===== src/rtl/pwm_seq_defines.vh =====
// Register offsets, field positions, load mode codes and reset values of the sequence decoder.
`ifndef PWM_SEQ_DEFINES_VH
`define PWM_SEQ_DEFINES_VH
`define REG_TASK_STOP 12'h004
`define REG_TASK_BEGIN0 12'h008
`define REG_TASK_BEGIN1 12'h00c
`define REG_TASK_ADVANCE 12'h010
`define REG_EVT_HALTED 12'h104
`define REG_EVT_BEGUN0 12'h108
`define REG_EVT_BEGUN1 12'h10c
`define REG_EVT_FINISHED0 12'h110
`define REG_EVT_FINISHED1 12'h114
`define REG_EVT_PERIOD 12'h118
`define REG_EVT_REPEATS 12'h11c
`define REG_ENABLE 12'h500
`define REG_COUNT_DIR 12'h504
`define REG_PERIOD_TOP 12'h508
`define REG_CLK_DIV 12'h50c
`define REG_DECODER 12'h510
`define REG_REPEAT 12'h514
`define REG_SEQ0_BASE 12'h520
`define REG_SEQ1_BASE 12'h540
`define SEQ_PTR_OFS 12'h000
`define SEQ_LEN_OFS 12'h004
`define SEQ_EXTRA_OFS 12'h008
`define SEQ_DELAY_OFS 12'h00c
`define REG_STATUS 12'h600
`define LOAD_COMMON 2'h0
`define LOAD_GROUPED 2'h1
`define LOAD_INDIVIDUAL 2'h2
`define LOAD_WAVE 2'h3
`define DEC_LOAD_LSB 0
`define DEC_MODE_BIT 8
`define POL_BIT 15
`define TOP_RESET 15'h3fff
`endif


===== src/rtl/pwm_wave_counter.v =====
// Wave counter: 15-bit up or up-and-down counter with four compare channels.
`timescale 1ns/1ps
module pwm_wave_counter #(
  parameter W = 15
) (
  input wire i_clk,
  input wire i_rst,
  input wire i_run,
  input wire i_tick,
  input wire i_updown,
  input wire [W-1:0] i_top,
  input wire [4*W-1:0] i_cmp,
  input wire [3:0] i_pol,
  output reg o_period_end,
  output reg [3:0] o_out
);
  reg [W-1:0] cnt_ff;
  reg down_ff;
  wire at_end = i_updown ? (down_ff && cnt_ff <= {{(W-1){1'b0}}, 1'b1}) :
    (cnt_ff >= i_top - 1'b1);
  integer k;
  always @(posedge i_clk or posedge i_rst) begin
    if (i_rst) begin
      cnt_ff <= {W{1'b0}};
      down_ff <= 1'b0;
      o_period_end <= 1'b0;
      o_out <= 4'h0;
    end else begin
      o_period_end <= 1'b0;
      if (!i_run) begin
        cnt_ff <= {W{1'b0}};
        down_ff <= 1'b0;
      end else if (i_tick) begin
        if (at_end) begin
          cnt_ff <= {W{1'b0}};
          down_ff <= 1'b0;
          o_period_end <= 1'b1;
        end else if (i_updown && !down_ff && cnt_ff >= i_top - 1'b1) begin
          down_ff <= 1'b1;
          cnt_ff <= i_top;
        end else if (down_ff) begin
          cnt_ff <= cnt_ff - 1'b1;
        end else begin
          cnt_ff <= cnt_ff + 1'b1;
        end
      end
      for (k = 0; k < 4; k = k + 1) begin
        o_out[k] <= i_run & ((cnt_ff < i_cmp[k*W +: W]) ^ i_pol[k]);
      end
    end
  end
endmodule // pwm_wave_counter


===== src/rtl/pwm_sequence_decoder.v =====
// Sequence decoder of a four-channel PWM unit with APB registers and a DMA read master.
// Function
// - Each fetched half word: bit 15 polarity, bits 14:0 compare value.
// - Load field selects common, grouped or individual routing to compare channels.
// - Grouped consumes one half word per group; individual one per channel.
// - Arbitrary_wave_load load: channels 0-2, four words per step, fourth replaces period top.
// - Arbitrary_wave_load ignores top register; else new top applies at period end.
// - Extra-period count N applies a new value every N+1 periods.
// - Manual advance ignores extra periods and delay; each advance task loads next.
// - Begin task while idle fetches first value, then starts generation.
// - Begun event raised when first value fetched and executing.
// - Repeat zero plays once; finished event after last value; last value held.
// - Stop halts at period end, raises halted event, pins go idle.
// - After stop, only a begin task restarts from that sequence pointer.
// - Pointer and length captured when the begin task is issued and when repeated playback switches to the other sequence.
// - Extra count and delay sampled at begin and at each applied value.
// - Direction and decoder act immediately when written; divider at next tick, repeat count at begin.
// - At end of repeated playback extra count ignored; sequence 1 delay runs, then last held.
// - Nonzero repeat: seq0, delay0, seq1, delay1, again; start with chosen one.
// - Repeated playback always ends with the trailing delay of sequence 1.
// - Repeat count sets how many times sequence 1 chains after sequence 0.
// - All-repeats-done event raised after the repeat count of playbacks.
// - Advance task updates compare at next period and never starts generation.
// - If a fetch is late the previous compare value repeats.
//
// The APB register port and the address map are this design's own decisions.
`timescale 1ns/1ps
`include "pwm_seq_defines.vh"
module pwm_sequence_decoder (
  input wire I_SYS_CLK,
  input wire I_RST,
  input wire I_PSEL,
  input wire I_PENABLE,
  input wire I_PWRITE,
  input wire [11:0] I_PADDR,
  input wire [31:0] I_PWDATA,
  output reg [31:0] O_PRDATA,
  output reg O_PREADY,
  output reg O_PSLVERR,
  output reg O_DMA_REQ,
  output reg [31:0] O_DMA_ADDR,
  input wire I_DMA_ACK,
  input wire [15:0] I_DMA_RDATA,
  output reg [3:0] O_PWM_OUT,
  output reg [3:0] O_PWM_OE
);
  localparam S_IDLE = 5'h01;
  localparam S_FETCH = 5'h02;
  localparam S_WAIT = 5'h04;
  localparam S_DELAY = 5'h08;
  localparam S_HOLD = 5'h10;
  reg [4:0] st_ff;
  reg enable_ff;
  reg updown_ff;
  reg [14:0] top_reg_ff;
  reg [14:0] top_ff;
  reg [3:0] div_ff;
  reg [1:0] load_ff;
  reg manual_ff;
  reg [15:0] repeat_ff;
  reg [31:0] ptr_reg_ff [0:1];
  reg [14:0] len_reg_ff [0:1];
  reg [23:0] extra_reg_ff [0:1];
  reg [23:0] delay_reg_ff [0:1];
  reg [6:0] evt_ff;
  reg [31:0] ptr_ff;
  reg [14:0] len_ff;
  reg [14:0] idx_ff;
  reg seq_ff;
  reg [23:0] extra_ff;
  reg [23:0] delay_ff;
  reg [23:0] wait_ff;
  reg [15:0] loops_ff;
  reg [1:0] word_ff;
  reg [15:0] buf_ff [0:3];
  reg [59:0] cmp_ff;
  reg [3:0] pol_ff;
  reg pend_ff;
  reg first_ff;
  reg run_ff;
  reg stop_ff;
  reg adv_ff;
  reg [3:0] pre_ff;
  wire per_end;
  wire [3:0] wave;
  wire tick = (pre_ff == 4'h0);
  wire acc = I_PSEL & I_PENABLE & O_PREADY;
  wire wr = acc & I_PWRITE;
  wire wr_task = wr & I_PWDATA[0];
  wire sel = ({I_PADDR[11:4], 4'h0} == `REG_SEQ1_BASE);
  wire in_seq = ({I_PADDR[11:4], 4'h0} == `REG_SEQ0_BASE) | sel;
  wire [11:0] seq_ofs = {8'h00, I_PADDR[3:0]};
  wire [2:0] words = (load_ff == `LOAD_COMMON) ? 3'h1 :
    (load_ff == `LOAD_GROUPED) ? 3'h2 : 3'h4;
  wire last_word = ({1'b0, word_ff} == words - 3'h1);
  wire seq_done = (idx_ff >= len_ff);
  wire [3:0] nxt_oe = {4{run_ff & enable_ff}} & ((load_ff == `LOAD_WAVE) ? 4'h7 : 4'hf);
  wire [63:0] routed;

  // Routing of the buffered half words onto the four compare channels.
  function [15:0] route;
    input [1:0] mode;
    input integer ch;
    input [63:0] b;
    begin
      case (mode)
        `LOAD_COMMON: route = b[15:0];
        `LOAD_GROUPED: route = ch[1] ? b[31:16] : b[15:0];
        default: route = b[ch*16 +: 16];
      endcase
    end
  endfunction

  genvar g;
  generate
    for (g = 0; g < 4; g = g + 1) begin : g_route
      assign routed[g*16 +: 16] = route(load_ff, g,
        {buf_ff[3], buf_ff[2], buf_ff[1], buf_ff[0]});
    end
  endgenerate

  pwm_wave_counter #(.W(15)) u_wave (
    .i_clk(I_SYS_CLK),
    .i_rst(I_RST),
    .i_run(run_ff),
    .i_tick(tick),
    .i_updown(updown_ff),
    .i_top(top_ff),
    .i_cmp(cmp_ff),
    .i_pol(pol_ff),
    .o_period_end(per_end),
    .o_out(wave)
  );

  always @(posedge I_SYS_CLK or posedge I_RST) begin
    if (I_RST) begin
      pre_ff <= 4'h0;
    end else if (!run_ff || tick) begin
      pre_ff <= div_ff;
    end else begin
      pre_ff <= pre_ff - 4'h1;
    end
  end

  // Register file; task writes act on the main state machine below.
  always @(posedge I_SYS_CLK or posedge I_RST) begin
    if (I_RST) begin
      enable_ff <= 1'b0;
      updown_ff <= 1'b0;
      top_reg_ff <= `TOP_RESET;
      div_ff <= 4'h0;
      load_ff <= `LOAD_COMMON;
      manual_ff <= 1'b0;
      repeat_ff <= 16'h0000;
      ptr_reg_ff[0] <= 32'h00000000;
      ptr_reg_ff[1] <= 32'h00000000;
      len_reg_ff[0] <= 15'h0000;
      len_reg_ff[1] <= 15'h0000;
      extra_reg_ff[0] <= 24'h000000;
      extra_reg_ff[1] <= 24'h000000;
      delay_reg_ff[0] <= 24'h000000;
      delay_reg_ff[1] <= 24'h000000;
      O_PRDATA <= 32'h00000000;
      O_PREADY <= 1'b0;
      O_PSLVERR <= 1'b0;
    end else begin
      O_PREADY <= I_PSEL & ~I_PENABLE;
      O_PSLVERR <= 1'b0;
      if (wr) begin
        case (I_PADDR)
          `REG_ENABLE: enable_ff <= I_PWDATA[0];
          `REG_COUNT_DIR: updown_ff <= I_PWDATA[0];
          `REG_PERIOD_TOP: top_reg_ff <= I_PWDATA[14:0];
          `REG_CLK_DIV: div_ff <= I_PWDATA[3:0];
          `REG_DECODER: begin
            load_ff <= I_PWDATA[`DEC_LOAD_LSB +: 2];
            manual_ff <= I_PWDATA[`DEC_MODE_BIT];
          end
          `REG_REPEAT: repeat_ff <= I_PWDATA[15:0];
          default: begin
            if (in_seq) begin
              case (seq_ofs)
                `SEQ_PTR_OFS: ptr_reg_ff[sel] <= I_PWDATA;
                `SEQ_LEN_OFS: len_reg_ff[sel] <= I_PWDATA[14:0];
                `SEQ_EXTRA_OFS: extra_reg_ff[sel] <= I_PWDATA[23:0];
                default: delay_reg_ff[sel] <= I_PWDATA[23:0];
              endcase
            end
          end
        endcase
      end
      if (I_PSEL & ~I_PENABLE & ~I_PWRITE) begin
        case (I_PADDR)
          `REG_EVT_HALTED: O_PRDATA <= {31'h0, evt_ff[0]};
          `REG_EVT_BEGUN0: O_PRDATA <= {31'h0, evt_ff[1]};
          `REG_EVT_BEGUN1: O_PRDATA <= {31'h0, evt_ff[2]};
          `REG_EVT_FINISHED0: O_PRDATA <= {31'h0, evt_ff[3]};
          `REG_EVT_FINISHED1: O_PRDATA <= {31'h0, evt_ff[4]};
          `REG_EVT_PERIOD: O_PRDATA <= {31'h0, evt_ff[5]};
          `REG_EVT_REPEATS: O_PRDATA <= {31'h0, evt_ff[6]};
          `REG_ENABLE: O_PRDATA <= {31'h0, enable_ff};
          `REG_COUNT_DIR: O_PRDATA <= {31'h0, updown_ff};
          `REG_PERIOD_TOP: O_PRDATA <= {17'h0, top_reg_ff};
          `REG_CLK_DIV: O_PRDATA <= {28'h0, div_ff};
          `REG_DECODER: O_PRDATA <= {23'h0, manual_ff, 6'h0, load_ff};
          `REG_REPEAT: O_PRDATA <= {16'h0, repeat_ff};
          `REG_STATUS: O_PRDATA <= {26'h0, seq_ff, run_ff, st_ff[3:0]};
          default: begin
            if (in_seq) begin
              case (seq_ofs)
                `SEQ_PTR_OFS: O_PRDATA <= ptr_reg_ff[sel];
                `SEQ_LEN_OFS: O_PRDATA <= {17'h0, len_reg_ff[sel]};
                `SEQ_EXTRA_OFS: O_PRDATA <= {8'h0, extra_reg_ff[sel]};
                default: O_PRDATA <= {8'h0, delay_reg_ff[sel]};
              endcase
            end else begin
              O_PRDATA <= 32'h00000000;
            end
          end
        endcase
      end
    end
  end

  // Sequencer: fetch, apply at period end, extra periods, trailing delays, repeats.
  integer c;
  always @(posedge I_SYS_CLK or posedge I_RST) begin
    if (I_RST) begin
      st_ff <= S_IDLE;
      evt_ff <= 7'h00;
      ptr_ff <= 32'h00000000;
      len_ff <= 15'h0000;
      idx_ff <= 15'h0000;
      seq_ff <= 1'b0;
      extra_ff <= 24'h000000;
      delay_ff <= 24'h000000;
      wait_ff <= 24'h000000;
      loops_ff <= 16'h0000;
      word_ff <= 2'h0;
      buf_ff[0] <= 16'h0000;
      buf_ff[1] <= 16'h0000;
      buf_ff[2] <= 16'h0000;
      buf_ff[3] <= 16'h0000;
      cmp_ff <= 60'h0;
      pol_ff <= 4'h0;
      top_ff <= `TOP_RESET;
      pend_ff <= 1'b0;
      first_ff <= 1'b0;
      run_ff <= 1'b0;
      stop_ff <= 1'b0;
      adv_ff <= 1'b0;
      O_DMA_REQ <= 1'b0;
      O_DMA_ADDR <= 32'h00000000;
      O_PWM_OUT <= 4'h0;
      O_PWM_OE <= 4'h0;
    end else begin
      // Pins and enables come from the same cycle, so no pin is driven after its enable drops.
      O_PWM_OUT <= wave & nxt_oe;
      O_PWM_OE <= nxt_oe;
      if (wr && I_PADDR[11:8] == 4'h1 && !I_PWDATA[0]) begin
        case (I_PADDR)
          `REG_EVT_HALTED: evt_ff[0] <= 1'b0;
          `REG_EVT_BEGUN0: evt_ff[1] <= 1'b0;
          `REG_EVT_BEGUN1: evt_ff[2] <= 1'b0;
          `REG_EVT_FINISHED0: evt_ff[3] <= 1'b0;
          `REG_EVT_FINISHED1: evt_ff[4] <= 1'b0;
          `REG_EVT_PERIOD: evt_ff[5] <= 1'b0;
          `REG_EVT_REPEATS: evt_ff[6] <= 1'b0;
          default: begin
          end
        endcase
      end
      if (per_end) begin
        evt_ff[5] <= 1'b1;
        if (load_ff != `LOAD_WAVE) begin
          top_ff <= top_reg_ff;
        end
      end
      if (wr_task && I_PADDR == `REG_TASK_ADVANCE && manual_ff && run_ff) begin
        adv_ff <= 1'b1;
      end
      if (wr_task && I_PADDR == `REG_TASK_STOP && run_ff) begin
        stop_ff <= 1'b1;
      end
      if (stop_ff && per_end) begin
        stop_ff <= 1'b0;
        run_ff <= 1'b0;
        evt_ff[0] <= 1'b1;
        O_DMA_REQ <= 1'b0;
        pend_ff <= 1'b0;
        st_ff <= S_IDLE;
      end else if (enable_ff && wr_task &&
                   (I_PADDR == `REG_TASK_BEGIN0 || I_PADDR == `REG_TASK_BEGIN1)) begin
        seq_ff <= I_PADDR[2];
        ptr_ff <= ptr_reg_ff[I_PADDR[2]];
        len_ff <= len_reg_ff[I_PADDR[2]];
        extra_ff <= extra_reg_ff[I_PADDR[2]];
        delay_ff <= delay_reg_ff[I_PADDR[2]];
        loops_ff <= repeat_ff;
        idx_ff <= 15'h0000;
        word_ff <= 2'h0;
        first_ff <= 1'b1;
        pend_ff <= 1'b0;
        stop_ff <= 1'b0;
        O_DMA_REQ <= 1'b0;
        st_ff <= S_FETCH;
      end else begin
        case (st_ff)
          S_FETCH: begin
            if (!O_DMA_REQ) begin
              O_DMA_REQ <= 1'b1;
              O_DMA_ADDR <= ptr_ff + {16'h0, idx_ff, 1'b0};
            end else if (I_DMA_ACK) begin
              O_DMA_REQ <= 1'b0;
              buf_ff[word_ff] <= I_DMA_RDATA;
              idx_ff <= idx_ff + 15'h0001;
              word_ff <= word_ff + 2'h1;
              if (last_word) begin
                word_ff <= 2'h0;
                pend_ff <= 1'b1;
                wait_ff <= extra_ff;
                st_ff <= S_WAIT;
              end
            end
          end
          S_WAIT: begin
            // A value waits for a period end, except the first one while not running; a late fetch leaves the old one running.
            if (pend_ff && (first_ff && !run_ff || per_end &&
                (manual_ff ? adv_ff : wait_ff == 24'h0 || first_ff))) begin
              pend_ff <= 1'b0;
              adv_ff <= 1'b0;
              for (c = 0; c < 4; c = c + 1) begin
                cmp_ff[c*15 +: 15] <= routed[c*16 +: 15];
                pol_ff[c] <= routed[c*16 + `POL_BIT];
              end
              if (load_ff == `LOAD_WAVE) begin
                top_ff <= buf_ff[3][14:0];
              end else if (!run_ff) begin
                top_ff <= top_reg_ff;
              end
              run_ff <= 1'b1;
              extra_ff <= extra_reg_ff[seq_ff];
              delay_ff <= delay_reg_ff[seq_ff];
              if (first_ff) begin
                first_ff <= 1'b0;
                evt_ff[1 + seq_ff] <= 1'b1;
              end
              if (seq_done) begin
                evt_ff[3 + seq_ff] <= 1'b1;
                wait_ff <= delay_reg_ff[seq_ff];
                if (loops_ff == 16'h0 || manual_ff) begin
                  st_ff <= S_HOLD;
                end else begin
                  st_ff <= S_DELAY;
                end
              end else begin
                st_ff <= S_FETCH;
              end
            end else if (per_end && !manual_ff && wait_ff != 24'h0) begin
              wait_ff <= wait_ff - 24'h000001;
            end
          end
          S_DELAY: begin
            if (per_end) begin
              if (wait_ff != 24'h0) begin
                wait_ff <= wait_ff - 24'h000001;
              end else if (seq_ff) begin
                loops_ff <= loops_ff - 16'h0001;
                if (loops_ff == 16'h0001) begin
                  evt_ff[6] <= 1'b1;
                  st_ff <= S_HOLD;
                end else begin
                  seq_ff <= 1'b0;
                  ptr_ff <= ptr_reg_ff[0];
                  len_ff <= len_reg_ff[0];
                  idx_ff <= 15'h0000;
                  first_ff <= 1'b1;
                  st_ff <= S_FETCH;
                end
              end else begin
                seq_ff <= 1'b1;
                ptr_ff <= ptr_reg_ff[1];
                len_ff <= len_reg_ff[1];
                idx_ff <= 15'h0000;
                first_ff <= 1'b1;
                st_ff <= S_FETCH;
              end
            end
          end
          S_HOLD: begin
            st_ff <= S_HOLD;
          end
          S_IDLE: begin
            st_ff <= S_IDLE;
          end
          default: begin
            st_ff <= S_IDLE;
          end
        endcase
      end
    end
  end
endmodule // pwm_sequence_decoder


===== config.mk =====
export PLATFORM = sky130hd
export DESIGN_NAME = pwm_sequence_decoder
export DESIGN_NICKNAME = d
export VERILOG_FILES = /design/src/rtl/pwm_wave_counter.v /design/src/rtl/pwm_sequence_decoder.v
export VERILOG_INCLUDE_DIRS = /design/src /design/src/rtl
export SDC_FILE = /design/constraint.sdc
export NUM_CORES = 2
export LEC_CHECK = 0
export ABC_AREA = 1
export BUFFER_PORTS_ARGS = -buffer_cell sky130_fd_sc_hd__buf_2
export CELL_PAD_IN_SITES_DETAIL_PLACEMENT = 0
export CELL_PAD_IN_SITES_GLOBAL_PLACEMENT = 1
export CORE_MARGIN = 4
export CORE_UTILIZATION = 42
export CTS_CLUSTER_DIAMETER = 200
export DETAILED_ROUTE_END_ITERATION = 8
export GPL_TIMING_DRIVEN = 0
export PLACE_DENSITY = 0.72
export SETUP_SLACK_MARGIN = 0.02
export SYNTH_ARGS = -nofsm -noshare
export SYNTH_HDL_FRONTEND = slang
export SYNTH_HIERARCHICAL = 1
export SYNTH_SLANG_ARGS = --single-unit

===== constraint.sdc =====
create_clock -name I_SYS_CLK -period 29.8 [get_ports I_SYS_CLK]
set_clock_uncertainty 0.2 [all_clocks]
set_input_delay 1.49 -clock I_SYS_CLK [delete_from_list [all_inputs] [get_ports I_SYS_CLK]]
set_output_delay 1.49 -clock I_SYS_CLK [all_outputs]
set_load 0.05 [all_outputs]

==> metrics.txt <==
Crit-path slowest cell clkbuf_1; r2r setup slk 26,190 ps; wire per inst between 20 and 25 µm; hold_buf cts 0; most frequent cells in the layout 1,585 x nand2_1, 662 x o21ai_0, 589 x inv_1; switching portion of total power 26.4%; Area after DPL between 0.03 and 0.04 mm²; Psw between 500 and 600 µW; Slew Limit Fails 0; postcts setup bufs 0; global-route wire length before repair ~220,000 µm; share of layout cells above drive strength 1 under 10%; placed insts ~6.5k; worst flop-to-flop path startpoint seq_ff; Top cell by count, worst path buf_2; register bit total from synthesis a little over 600; Synth Cell Area 0.0368 mm²; clk slew on worst S/H paths roughly 60 ps; core area 0.0868 mm²; filler-free cell count of the finished design approximately 6.6k; Worst R2R End wait_ff[17]; VDD IR max 0.0414 mV; number of global-route vias before repair roughly 34k; Hold WC Path Type reg -> reg; setup ws final between 20,000 and 30,000 ps; Starting DRT DRC Count around 3.6k; nets@finish between 5k and 6k; clk_lat worst skew between 600 and 700 ps; initial antenna violation count 1; H-tree levels 3; via count 36.0k; Fin Setup TNS 0 ps; clock network power share a little under 50%; CP Capture Type register; launch point of the worst path I_PWDATA[0]; post-DP HPWL 111,000 µm; chip height slightly above 300 µm; post-cts resize count 0; crit path cell chain buf_2 > clkbuf_1 > and3_1 > nand2_2 > buf_2 > inv_1 > buf_2 > nor3_1 > nand3_1 > nand2_1; Worst setup SP type input port; Worst Path Max Fanout 10; commonest non-fill, non-tap cell in the layout nand2_1; Final ANT Viol Nets 0; DIE AREA a little over 0.09 mm²; CTS Root Buffer Type clkbuf_16; Ant. Diodes 0; routed via count divided by cell count around 5.4; grt total ovfl 0; Final min period a little over 4000 ps; final hold slack approximately 260 ps; Sequential Power Share ~43%; status finished clean; Logic pwr share approximately 8.4%; async set or reset register ratio after synthesis between 90% and 100%; CP Data Arrival Time about 4400 ps; First-pass DRT Iterations 6; ys flop type dfrtp_1; Final Hold Vio Count 0; CTS tree yes; Slew @ Worst Pin 1270 ps; Post-Syn Instances between 5k and 6k; Buffers on Ports ~120; synth unique cells 60; PD cells approximately 48 mW/mm²; placement row count ~110; P_int around 1.5 mW; maximum single-stage delay on the critical path ~700 ps; post-route cell area between 0.04 and 0.05 mm²; period utilization a little over an eighth; CTS sink cnt around 620; Final GP Congestion around 0.95; clock buffer count from CTS 76; Max Freq 0.244 GHz; syn_nets around 5.4k; Lkg Pwr approximately 21 nW; register area share after synthesis 42.0%; drt total wl around 150,000 µm; Die Wd just over 300 µm; # fillers about 9k; GRT Util Overall 31.1%; last element of the critical path idx_ff[2]; pre-CTS WS between 20,000 and 30,000 ps; RSZ-0062 raised after global routing false; Syn-to-layout area delta 12.9%; post-layout util 47.8%; Initial Util a little over two fifths; largest net degree at the start of global routing approximately 130; EDFF count, synth 0; Final Setup Violations 0; Synth Area per Inst between 7 and 8 µm²; DRC 0; max cap viols 0; R2R depth 9; I/O Pins roughly 140; Setup Crit Path Kind in -> reg; clock buffer depth 3; Critical Path RT approximately 30,000 ps; Slew HR roughly 15%; PnR Total Power about 2.0 mW; WHS Path Cells 1; Synth Warn # 6
## synthesized netlist by cell type (8+ instances only)
cell / number / area (µm²)
a31oi_1: 25 / 156
nor2_2: 16 / 100
buf_4: 24 / 180
nand4_1: 46 / 288
buf_2: 71 / 355
dfrtp_1: 587 / 14700
xor2_1: 32 / 280
buf_1: 13 / 48.8
o21ai_0: 662 / 3310
inv_1: 590 / 2210
dfstp_2: 29 / 762
nand3_1: 318 / 1590
nand2_2: 15 / 93.8
o211ai_1: 8 / 60.1
nor2_4: 13 / 146
clkbuf_1: 149 / 559
o21ai_1: 120 / 601
ha_1: 114 / 1430
mux2i_1: 17 / 170
xnor2_1: 15 / 131
nor2_1: 333 / 1250
nand2_1: 1585 / 5950
o22ai_1: 35 / 219
inv_2: 13 / 48.8
nor3_1: 30 / 150
or2_2: 12 / 75.1
a21oi_1: 227 / 1140
## sequential cells by signal (all words and copies together) (netlist names), 32 cells and up
signal	cells
buf_ff	64
O_PRDATA	32
extra_reg_ff	48
ptr_ff	32
delay_reg_ff	48
ptr_reg_ff	64
cmp_ff	60
O_DMA_ADDR	32
## worst min path at each step
| stage | from | endpoint | slack [ps] |
|---|---|---|---|
| floorplan | pre_ff[0] | pre_ff[0] | 240 |
| global placement | O_DMA_ADDR[0] | O_DMA_ADDR[0] | 250 |
| detailed placement | pre_ff[0] | pre_ff[0] | 260 |
| CTS | pre_ff[0] | pre_ff[0] | 270 |
| global route | u_wave/o_out[2] | O_PWM_OUT[2] | 290 |
| finish | pre_ff[0] | pre_ff[0] | 260 |
## worst max-delay path, delay by kind of cell
family | cells | cell delay (ps)
buffers and inverters | 5 | 2090
AND/OR/NAND/NOR | 5 | 830
## final cells by class
class | count | area (µm²) | share of cell area (%)
buffer | 265 | 1230 | 2.96
sequential | 616 | 15500 | 37.2
clock buffer | 115 | 2220 | 5.34
inverter | 605 | 2280 | 5.49
tap | 1155 | 1450 | 3.48
clock inverter | 24 | 322 | 0.775
timing repair buffer | 129 | 758 | 1.83
multi-input combinational | 3697 | 17800 | 42.9
## layer usage
layer	global-route usage (%)	share of wire, %	vias to the layer above
met5	0	0	-
li1	-	-	17151
met3	5.69	8.4	208
met4	9.73	3.1	0
met2	44.6	41	1385
met1	47.3	47	17243
## power groups by stage
| stage | registers [mW] | clock network [mW] | logic (mW) |
|---|---|---|---|
| 2_1_floorplan | 0.871 | 0 | 0.111 |
| 3_3_place_gp | 0.877 | 0 | 0.162 |
| 3_5_place_dp | 0.876 | 0 | 0.166 |
| 4_1_cts | 0.861 | 0.978 | 0.168 |
| 5_1_grt | 0.862 | 1.01 | 0.188 |
| 6_report | 0.861 | 0.964 | 0.167 |
## logic make-up after synthesis
group | Yosys count | share of synthesized area (%)
and+or+nand+nor | 2400 | 27.1
AOI/OAI and AO/OA | 1116 | 15.8
buffers and inverters | 870 | 9.52
DFF | 616 | 42.0
adders and majority gates | 115 | 3.93
xor gates and xnor gates | 47 | 1.12
muxes | 18 | 0.494
other | 1 | 0.0102
No activity file was read; power rests on OpenSTA's default activity.
